**src/core/plsl_pkg.sv**
```systemverilog
package plsl_pkg;
   localparam int PLSL_PINS = 32;
   localparam logic [11:0] PLSL_OFS_OUT = 12'h504;
   localparam logic [11:0] PLSL_OFS_OUTSET = 12'h508;
   localparam logic [11:0] PLSL_OFS_OUTCLR = 12'h50C;
   localparam logic [11:0] PLSL_OFS_IN = 12'h510;
   localparam logic [11:0] PLSL_OFS_DIR = 12'h514;
   localparam logic [11:0] PLSL_OFS_DIRSET = 12'h518;
   localparam logic [11:0] PLSL_OFS_DIRCLR = 12'h51C;
   localparam logic [11:0] PLSL_OFS_CAPTURE = 12'h520;
   localparam logic [11:0] PLSL_OFS_OUTSEL = 12'h524;
   localparam logic [11:0] PLSL_OFS_SETUP_BASE = 12'h700;
   localparam logic [11:0] PLSL_OFS_SETUP_LAST = 12'h77C;
   // setup word fields
   localparam int PLSL_F_DIR = 0;
   localparam int PLSL_F_INDISC = 1;
   localparam int PLSL_F_PULL_LO = 2;
   localparam int PLSL_F_DRIVE_LO = 8;
   localparam int PLSL_F_SENSE_LO = 16;
   localparam logic [31:0] PLSL_SETUP_MASK = 32'h0003_070F;
   localparam logic [31:0] PLSL_SETUP_RESET = 32'h0000_0002;
   localparam logic [1:0] PLSL_PULL_DOWN = 2'h1;
   localparam logic [1:0] PLSL_PULL_UP = 2'h3;
   localparam logic [2:0] PLSL_DRIVE_D0S1 = 3'h4;
   localparam logic [1:0] PLSL_SENSE_HIGH = 2'h2;
   localparam logic [1:0] PLSL_SENSE_LOW = 2'h3;
   localparam logic [31:0] PLSL_CAPTURE_RESET = 32'h0000_0000;
   localparam logic PLSL_OUTSEL_MERGED = 1'b0;
   localparam logic PLSL_OUTSEL_LATCHED = 1'b1;

   typedef enum logic {PLSL_BUS_IDLE, PLSL_BUS_ACK} plsl_bus_e;
endpackage

```
**src/core/plsl_port.sv**
```systemverilog
// Behaviour
// - thirty-two pins, each with its own setup word.
// - per-pin sense field picks high or low level.
// - enabled pin at its sense level raises its own hit signal.
// - merged hit signals form the port sense output by default.
// - sensing keeps working in run and deep sleep, can wake.
// - pin already matching when enabled hits immediately.
// - rising port sense output gives a port sense event.
// - rising hit of pin n sets capture flag bit n.
// - write one clears flag unless that pin's hit is high.
// - flags stay set when hit falls; only software or a reset (power-on or low-power) clears.
// - latched sense output high while any capture flag set.
// - flags left after a clear give a fresh rising latched edge.
// - capture flags readable any time in either output mode.
// - output select picks merged hits or latched sense output.
// - input disconnect invalidates input snapshot and blinds sensing.
// - other blocks may override pin output, direction and input connect (not pulls), read input.
// - setup words retained across low power, not reset there.
// - capture flags at 0x520, bits 0..31, reset zero, W1C.
// - output select at 0x524 bit 0: 0 merged, 1 latched.
module plsl_port
   import plsl_pkg::*;
(
   input wire logic i_clock,
   input wire logic i_rst,
   input wire logic i_lp_rst,
   input wire logic i_deep_sleep,
   input wire logic i_wb_cyc,
   input wire logic i_wb_stb,
   input wire logic i_wb_we,
   input wire logic [11:0] i_wb_adr,
   input wire logic [3:0] i_wb_sel,
   input wire logic [31:0] i_wb_dat,
   output logic [31:0] o_wb_dat,
   output logic o_wb_ack,
   input wire logic [PLSL_PINS-1:0] i_pin,
   output logic [PLSL_PINS-1:0] o_pin_out,
   output logic [PLSL_PINS-1:0] o_pin_oe_n,
   output logic [PLSL_PINS-1:0] o_pull_up,
   output logic [PLSL_PINS-1:0] o_pull_down,
   input wire logic [PLSL_PINS-1:0] i_ovr_en,
   input wire logic [PLSL_PINS-1:0] i_ovr_out,
   input wire logic [PLSL_PINS-1:0] i_ovr_dir,
   input wire logic [PLSL_PINS-1:0] i_ovr_connect,
   output logic [PLSL_PINS-1:0] o_pin_in,
   output logic [PLSL_PINS-1:0] o_pin_level_hit,
   output logic o_port_sense,
   output logic o_latched_sense_out,
   output logic o_port_sense_event,
   output logic o_wake
);
   logic [31:0] setup_reg [PLSL_PINS];
   logic [31:0] out_reg;
   logic [31:0] capture_reg;
   logic [31:0] capture_next;
   logic sense_output_select_reg;
   logic clear_gap_reg;
   plsl_bus_e bus_reg;
   logic [PLSL_PINS-1:0] pin_sync;
   logic [PLSL_PINS-1:0] hit;
   logic [PLSL_PINS-1:0] hit_rise;
   logic [PLSL_PINS-1:0] dir_bits;
   logic [PLSL_PINS-1:0] connected;
   logic [PLSL_PINS-1:0] sense_en;
   logic [PLSL_PINS-1:0] sense_low;
   logic [31:0] wmask;
   logic [31:0] wbits;
   logic [31:0] rdata;
   logic wr_take;
   logic rd_take;
   logic cap_clear;
   logic port_sense_next;
   logic [PLSL_PINS-1:0] pad_val;
   logic [PLSL_PINS-1:0] pad_drv;

   function automatic logic [31:0] lane_mask(input logic [3:0] sel);
      lane_mask = {{8{sel[3]}}, {8{sel[2]}}, {8{sel[1]}}, {8{sel[0]}}};
   endfunction

   function automatic logic is_setup(input logic [11:0] adr);
      is_setup = (adr >= PLSL_OFS_SETUP_BASE) && (adr <= PLSL_OFS_SETUP_LAST);
   endfunction

   function automatic logic [4:0] setup_index(input logic [11:0] adr);
      setup_index = adr[6:2];
   endfunction

   function automatic logic [1:0] pull_field(input logic [31:0] word);
      pull_field = word[PLSL_F_PULL_LO+1 -: 2];
   endfunction

   function automatic logic [1:0] sense_field(input logic [31:0] word);
      sense_field = word[PLSL_F_SENSE_LO+1 -: 2];
   endfunction

   // per-pin field extraction from the setup words
   always_comb begin
      for (int n = 0; n < PLSL_PINS; n++) begin
         dir_bits[n] = setup_reg[n][PLSL_F_DIR];
         connected[n] = ~setup_reg[n][PLSL_F_INDISC] | (i_ovr_en[n] & i_ovr_connect[n]);
         // codes below high leave sensing off
         sense_en[n] = (sense_field(setup_reg[n]) >= PLSL_SENSE_HIGH);
         sense_low[n] = (sense_field(setup_reg[n]) == PLSL_SENSE_LOW);
      end
   end

   plsl_sync u_sync (
      .i_clock(i_clock),
      .i_rst(i_rst),
      .i_async(i_pin),
      .o_sync(pin_sync)
   );

   plsl_sense u_sense (
      .i_clock(i_clock),
      .i_rst(i_rst),
      .i_level(pin_sync),
      .i_connected(connected),
      .i_sense_en(sense_en),
      .i_sense_low(sense_low),
      .o_hit(hit),
      .o_hit_rise(hit_rise)
   );

   // bus strobes; a request is acknowledged in the cycle after it appears
   always_comb begin
      wmask = lane_mask(i_wb_sel);
      wbits = i_wb_dat & wmask;
      wr_take = i_wb_cyc && i_wb_stb && i_wb_we && (bus_reg == PLSL_BUS_ACK);
      rd_take = i_wb_cyc && i_wb_stb && (bus_reg == PLSL_BUS_IDLE);
      cap_clear = wr_take && (i_wb_adr == PLSL_OFS_CAPTURE);
   end

   always_ff @(posedge i_clock or posedge i_rst) begin
      if (i_rst) begin
         bus_reg <= PLSL_BUS_IDLE;
         o_wb_ack <= 1'b0;
      end else begin
         case (bus_reg)
            PLSL_BUS_IDLE: begin
               if (i_wb_cyc && i_wb_stb) begin
                  bus_reg <= PLSL_BUS_ACK;
                  o_wb_ack <= 1'b1;
               end
            end
            PLSL_BUS_ACK: begin
               bus_reg <= PLSL_BUS_IDLE;
               o_wb_ack <= 1'b0;
            end
            default: begin
               bus_reg <= PLSL_BUS_IDLE;
               o_wb_ack <= 1'b0;
            end
         endcase
      end
   end

   // read mux; unmapped offsets read zero
   always_comb begin
      rdata = 32'h0000_0000;
      if (is_setup(i_wb_adr)) begin
         rdata = setup_reg[setup_index(i_wb_adr)] & PLSL_SETUP_MASK;
      end else begin
         case (i_wb_adr)
            PLSL_OFS_OUT, PLSL_OFS_OUTSET, PLSL_OFS_OUTCLR: rdata = out_reg;
            PLSL_OFS_IN: rdata = pin_sync & connected;
            PLSL_OFS_DIR, PLSL_OFS_DIRSET, PLSL_OFS_DIRCLR: rdata = dir_bits;
            PLSL_OFS_CAPTURE: rdata = capture_reg;
            PLSL_OFS_OUTSEL: rdata = {31'h0000_0000, sense_output_select_reg};
            default: rdata = 32'h0000_0000;
         endcase
      end
   end

   always_ff @(posedge i_clock or posedge i_rst) begin
      if (i_rst) begin
         o_wb_dat <= 32'h0000_0000;
      end else if (rd_take) begin
         o_wb_dat <= rdata;
      end
   end

   // setup words only see the power-on reset so they survive low power
   always_ff @(posedge i_clock or posedge i_rst) begin
      if (i_rst) begin
         for (int n = 0; n < PLSL_PINS; n++) begin
            setup_reg[n] <= PLSL_SETUP_RESET;
         end
      end else if (wr_take) begin
         if (is_setup(i_wb_adr)) begin
            setup_reg[setup_index(i_wb_adr)] <=
               ((setup_reg[setup_index(i_wb_adr)] & ~wmask) | wbits) & PLSL_SETUP_MASK;
         end else if (i_wb_adr == PLSL_OFS_DIR) begin
            for (int n = 0; n < PLSL_PINS; n++) begin
               if (wmask[n]) begin
                  setup_reg[n][PLSL_F_DIR] <= i_wb_dat[n];
               end
            end
         end else if (i_wb_adr == PLSL_OFS_DIRSET) begin
            for (int n = 0; n < PLSL_PINS; n++) begin
               if (wbits[n]) begin
                  setup_reg[n][PLSL_F_DIR] <= 1'b1;
               end
            end
         end else if (i_wb_adr == PLSL_OFS_DIRCLR) begin
            for (int n = 0; n < PLSL_PINS; n++) begin
               if (wbits[n]) begin
                  setup_reg[n][PLSL_F_DIR] <= 1'b0;
               end
            end
         end
      end
   end

   // output latch, cleared by power-on and low-power resets alike
   always_ff @(posedge i_clock or posedge i_rst) begin
      if (i_rst) begin
         out_reg <= 32'h0000_0000;
      end else if (i_lp_rst) begin
         out_reg <= 32'h0000_0000;
      end else if (wr_take) begin
         case (i_wb_adr)
            PLSL_OFS_OUT: out_reg <= (out_reg & ~wmask) | wbits;
            PLSL_OFS_OUTSET: out_reg <= out_reg | wbits;
            PLSL_OFS_OUTCLR: out_reg <= out_reg & ~wbits;
            default: out_reg <= out_reg;
         endcase
      end
   end

   always_ff @(posedge i_clock or posedge i_rst) begin
      if (i_rst) begin
         sense_output_select_reg <= PLSL_OUTSEL_MERGED;
      end else if (i_lp_rst) begin
         sense_output_select_reg <= PLSL_OUTSEL_MERGED;
      end else if (wr_take && (i_wb_adr == PLSL_OFS_OUTSEL) && i_wb_sel[0]) begin
         sense_output_select_reg <= i_wb_dat[0];
      end
   end

   // a new hit beats a simultaneous clear; a high hit blocks the clear
   always_comb begin
      capture_next = capture_reg;
      if (cap_clear) begin
         capture_next = capture_reg & ~(wbits & ~hit);
      end
      capture_next = capture_next | hit_rise;
   end

   always_ff @(posedge i_clock or posedge i_rst) begin
      if (i_rst) begin
         capture_reg <= PLSL_CAPTURE_RESET;
      end else if (i_lp_rst) begin
         capture_reg <= PLSL_CAPTURE_RESET;
      end else begin
         capture_reg <= capture_next;
      end
   end

   // two low cycles after a clear so surviving flags show a new edge
   always_ff @(posedge i_clock or posedge i_rst) begin
      if (i_rst) begin
         clear_gap_reg <= 1'b0;
      end else begin
         clear_gap_reg <= cap_clear;
      end
   end

   always_ff @(posedge i_clock or posedge i_rst) begin
      if (i_rst) begin
         o_latched_sense_out <= 1'b0;
      end else begin
         o_latched_sense_out <= (|capture_reg) & ~cap_clear & ~clear_gap_reg;
      end
   end

   always_comb begin
      if (sense_output_select_reg == PLSL_OUTSEL_LATCHED) begin
         port_sense_next = o_latched_sense_out;
      end else begin
         port_sense_next = |hit;
      end
   end

   // sense path has no gating by sleep state
   always_ff @(posedge i_clock or posedge i_rst) begin
      if (i_rst) begin
         o_port_sense <= 1'b0;
         o_port_sense_event <= 1'b0;
         o_wake <= 1'b0;
      end else begin
         o_port_sense <= port_sense_next;
         o_port_sense_event <= port_sense_next & ~o_port_sense;
         o_wake <= i_deep_sleep & port_sense_next;
      end
   end

   always_ff @(posedge i_clock or posedge i_rst) begin
      if (i_rst) begin
         o_pin_level_hit <= '0;
         o_pin_in <= '0;
      end else begin
         o_pin_level_hit <= hit;
         o_pin_in <= pin_sync & connected;
      end
   end

   // wired-or drive: a low level is released instead of driven
   always_comb begin
      for (int n = 0; n < PLSL_PINS; n++) begin
         pad_val[n] = i_ovr_en[n] ? i_ovr_out[n] : out_reg[n];
         pad_drv[n] = i_ovr_en[n] ? i_ovr_dir[n] : dir_bits[n];
         if (setup_reg[n][PLSL_F_DRIVE_LO+2 -: 3] == PLSL_DRIVE_D0S1 && !pad_val[n]) begin
            pad_drv[n] = 1'b0;
         end
      end
   end

   // pad control, overridden per pin by another block
   always_ff @(posedge i_clock or posedge i_rst) begin
      if (i_rst) begin
         o_pin_out <= '0;
         o_pin_oe_n <= '1;
      end else begin
         o_pin_out <= pad_val;
         o_pin_oe_n <= ~pad_drv;
      end
   end

   // pulls follow the setup word only; an override leaves them alone
   always_ff @(posedge i_clock or posedge i_rst) begin
      if (i_rst) begin
         o_pull_up <= '0;
         o_pull_down <= '0;
      end else begin
         for (int n = 0; n < PLSL_PINS; n++) begin
            o_pull_up[n] <= (pull_field(setup_reg[n]) == PLSL_PULL_UP);
            o_pull_down[n] <= (pull_field(setup_reg[n]) == PLSL_PULL_DOWN);
         end
      end
   end
endmodule

```
**src/core/plsl_sense.sv**
```systemverilog
module plsl_sense
   import plsl_pkg::*;
(
   input wire logic i_clock,
   input wire logic i_rst,
   input wire logic [PLSL_PINS-1:0] i_level,
   input wire logic [PLSL_PINS-1:0] i_connected,
   input wire logic [PLSL_PINS-1:0] i_sense_en,
   input wire logic [PLSL_PINS-1:0] i_sense_low,
   output logic [PLSL_PINS-1:0] o_hit,
   output logic [PLSL_PINS-1:0] o_hit_rise
);
   logic [PLSL_PINS-1:0] match;

   // a pin already at its level hits on the first cycle sensing is on
   always_comb begin
      match = i_connected & i_sense_en & ~(i_level ^ ~i_sense_low);
   end

   always_ff @(posedge i_clock or posedge i_rst) begin
      if (i_rst) begin
         o_hit <= '0;
         o_hit_rise <= '0;
      end else begin
         o_hit <= match;
         o_hit_rise <= match & ~o_hit;
      end
   end
endmodule

```
**src/core/plsl_sync.sv**
```systemverilog
module plsl_sync
   import plsl_pkg::*;
(
   input wire logic i_clock,
   input wire logic i_rst,
   input wire logic [PLSL_PINS-1:0] i_async,
   output logic [PLSL_PINS-1:0] o_sync
);
   logic [PLSL_PINS-1:0] stage1_reg;

   // first stage feeds only the second stage
   always_ff @(posedge i_clock or posedge i_rst) begin
      if (i_rst) begin
         stage1_reg <= '0;
         o_sync <= '0;
      end else begin
         stage1_reg <= i_async;
         o_sync <= stage1_reg;
      end
   end
endmodule

```
**config.mk**
```make
export PLATFORM = sky130hd
export DESIGN_NAME = plsl_port
export DESIGN_NICKNAME = d
export VERILOG_FILES = /design/src/core/plsl_pkg.sv /design/src/core/plsl_port.sv /design/src/core/plsl_sense.sv /design/src/core/plsl_sync.sv
export SDC_FILE = /design/constraint.sdc
export NUM_CORES = 2
export LEC_CHECK = 0
export ABC_AREA = 1
export BUFFER_PORTS_ARGS = -buffer_cell sky130_fd_sc_hd__buf_2
export CELL_PAD_IN_SITES_DETAIL_PLACEMENT = 0
export CELL_PAD_IN_SITES_GLOBAL_PLACEMENT = 1
export CORE_MARGIN = 5
export CORE_UTILIZATION = 30
export DETAILED_ROUTE_END_ITERATION = 10
export PLACE_DENSITY_LB_ADDON = 0.05
export SYNTH_ARGS = -nofsm -noshare
export SYNTH_HDL_FRONTEND = slang
export SYNTH_SLANG_ARGS = --single-unit
```
**constraint.sdc**
```tcl
create_clock -name i_clock -period 29.5 [get_ports i_clock]
set_clock_uncertainty 0.1 [all_clocks]
set_input_delay 4.425 -clock i_clock [delete_from_list [all_inputs] [get_ports i_clock]]
set_output_delay 4.425 -clock i_clock [all_outputs]
set_load 0.02 [all_outputs]
```
==> impl_metrics.yaml <==
route:
  wl_per_cell_microns: 26.05
  ant_nets: 0
  routed_wl_microns: 149600
  drt_iter0_drc: 2611
  drc_errors: 0
  routed-via-count: 28350
  vias_per_cell: 4.938
  firstDrtPassIters: 5
synth:
  synth_edf_count: 0
  ys.warnings.count: 0
  synth.top_cell.area_share_pct: 51.23
  ys_top_cells_by_area: "dfrtp_1 (51%), nand2_1 (18%), dfstp_2 (5.3%)"
  syn_nets: 4039
  synth_flop_cell: "dfrtp_1"
  synth_area_sq_um: 31660
  syn-instance-count: 3824
  async_reset_ff_share_pct: 100.0
  yosysMostFrequentCell: "nand2_1"
  ys_ff_latch: 712
  ys_top_cells_by_count: "nand2_1 (1,502), dfrtp_1 (648), inv_1 (410)"
  synth_top_area_cell: "dfrtp_1"
  synth.avg_cell_area_sq_um: 8.278
  yosysSeqAreaShare_pct: 56.54
  synthDistinctLibCells: 44
worst_setup_path:
  rr_worst_depth: 8
  r2r_setup_slack_ns: 26.23
  cp.required_ns: 30.00
  critPathArrivalTime_ns: 8.19
  critPathLaunchType: "input pin"
  worstSetupEndpointType: "flop"
  critPathMaxFanout: 25
  path_class: "input pin to flop"
sta:
  period_share_pct: 26.09
  tightestPinTransition_ns: 1.339
  maxSlewViolCount: 0
  timing.final.hold_violations: 0
  fin_setup_tns_ns: 0
  setup_violations: 0
  slew_headroom_pct: 9.817
  fmax_ghz: 0.1299
  fin_crit_ns: 7.697
  rsz0062_at_grt: "false"
die:
  die_h_microns: 334.8
  core_area_sq_um: 105100
  die_area_sq_um: 112100
  rows: 119
  die_x_microns: 334.8
  io_pins: 444
  initial_core_util_pct: 30.11
power:
  power_switching_mw: 0.5722
  clkPwrFrac_pct: 49.0
  p_seq_share_pct: 44.9
  p_int_mw: 1.653
  combPwrFrac_pct: 6.1
  switching_share_pct: 25.72
  powerDensity_nw_per_um2: 58.26
  p_leak_nw: 20.26
  ir_worst_vdd_v: 0.00003612
place:
  portBuffers: 443
  placed_cell_area_sq_um: 35320
  place_hpwl_microns: 112700
  gp_congestion: 0.8814
global_route:
  grt_pass1_wl_microns: 210000
  grt_max_degree: 156
  antenna_found_initial: 16
  overflow: 0
  grt_pass1_vias: 27367
  track_usage_pct: 25.91
clock_network:
  post_cts_buffers: 0
  clk_pin_slew_ns: 0.06
  cts_resized: 0
  cts_max_level: 3
  cts_sinks: 712
  tritoncts: "yes"
  clockBufferDepth: 3
  numCtsBuffers: 85
  cts_hold_buf: 0
  worstSkewPairLatency_ns: 0.68
  clockRootBuffer: "clkbuf_16"
layout:
  final_core_util_pct: 36.33
  design_area_sq_um: 38190
  largest_reg_flops: 256
  nNetsFinal: 4485
  drive_above_1_share_pct: 17.94
  area_growth_pct: 20.64
worst_hold_path:
  holdPathStages: 0
  hp-class: "flop to flop"
outcome:
  status: "completed"
run:
  cap_violations: 0
through the flow:
step / hold slack, ns / cells / total power [mW] / setup slack, ns
2_1_floorplan: 0.2312 / 3824 / 1.083 / 5.111
6_report: 0.2457 / 5741 / 2.225 / 21.80
3_5_place_dp: 0.2356 / 5574 / 1.154 / 21.14
4_1_cts: 0.2488 / 5733 / 2.253 / 21.85
5_1_grt: 0.2522 / 5734 / 2.296 / 21.59
3_3_place_gp: 0.2336 / 5574 / 1.154 / 21.16
placed cells by master, fill, tap and decap left out, types with 33 or more instances in the layout:
master and n:
a211oi_1 33, a21oi_1 69, a22oi_1 102, buf_2 443
buf_4 36, clkbuf_16 87, dfrtp_1 648, dfstp_2 64
inv_1 409, nand2_1 1501, nand3_1 65, nor2_1 248
o21ai_0 286
critical path: stages:
cell,delay [ns]
buf_2,0.48
nor2_4,0.08
inv_2,0.30
nand3_1,0.69
buf_4,0.51
nand3_1,0.13
nor3_1,0.06
nor2_1,0.98
o21ai_0,0.37
nand2_1,0.13
power by group through the flow:
stage / combinational [mW] / sequential (mW) / clock, mW
after floorplan: 0.0570 / 1.03 / 0
after global placement: 0.137 / 1.02 / 0
after detailed placement: 0.137 / 1.02 / 0
after CTS: 0.137 / 1.00 / 1.12
after global routing: 0.147 / 1.00 / 1.15
final: 0.136 / 1.00 / 1.09
cells by family (layout without fill, tap and decap cells):
kind of cell,Yosys count,count (layout),share of synthesized area (%)
flip-flops,712,712,56.54
AO/OA/AOI/OAI,604,604,11.21
other,0,8,0
AND/OR/NAND/NOR,1956,1956,25.05
buffers and inverters,550,1068,7.127
multiplexers,2,2,0.07114
final cells by class:
cell class | instances | area, sq um
Clock inverter | 43 | 395.4
Clock buffer | 116 | 2456
Multi-Input combinational cell | 2562 | 11530
Timing Repair Buffer | 481 | 2527
Tap cell | 1391 | 1740
Sequential cell | 712 | 17900
Antenna cell | 8 | 20.02
Fill cell | 11241 | 66930
Inverter | 428 | 1618
final timing paths:
| path | from | to |
|---|---|---|
| worst min register to register | u_sync.stage1_reg[30] | u_sync.o_sync[30] |
| min in group asynchronous | i_rst | o_pin_level_hit[6] |
| max in group asynchronous | i_rst | o_pull_down[8] |
| worst max register to register | bus_reg | out_reg[23] |
| worst min-delay path | u_sync.stage1_reg[30] | u_sync.o_sync[30] |
| worst max-delay path | i_wb_adr[2] | o_wb_dat[24] |
routing by layer:
layer	global-route usage (%)	wire length [microns]	vias up
li1	-	-	13026
met1	39.40	71840	14228
met2	38.55	64740	964
met3	4.982	10440	130
met4	5.215	2538	2
met5	0	7	-
Note: power is estimated with default switching activity, not from simulation.
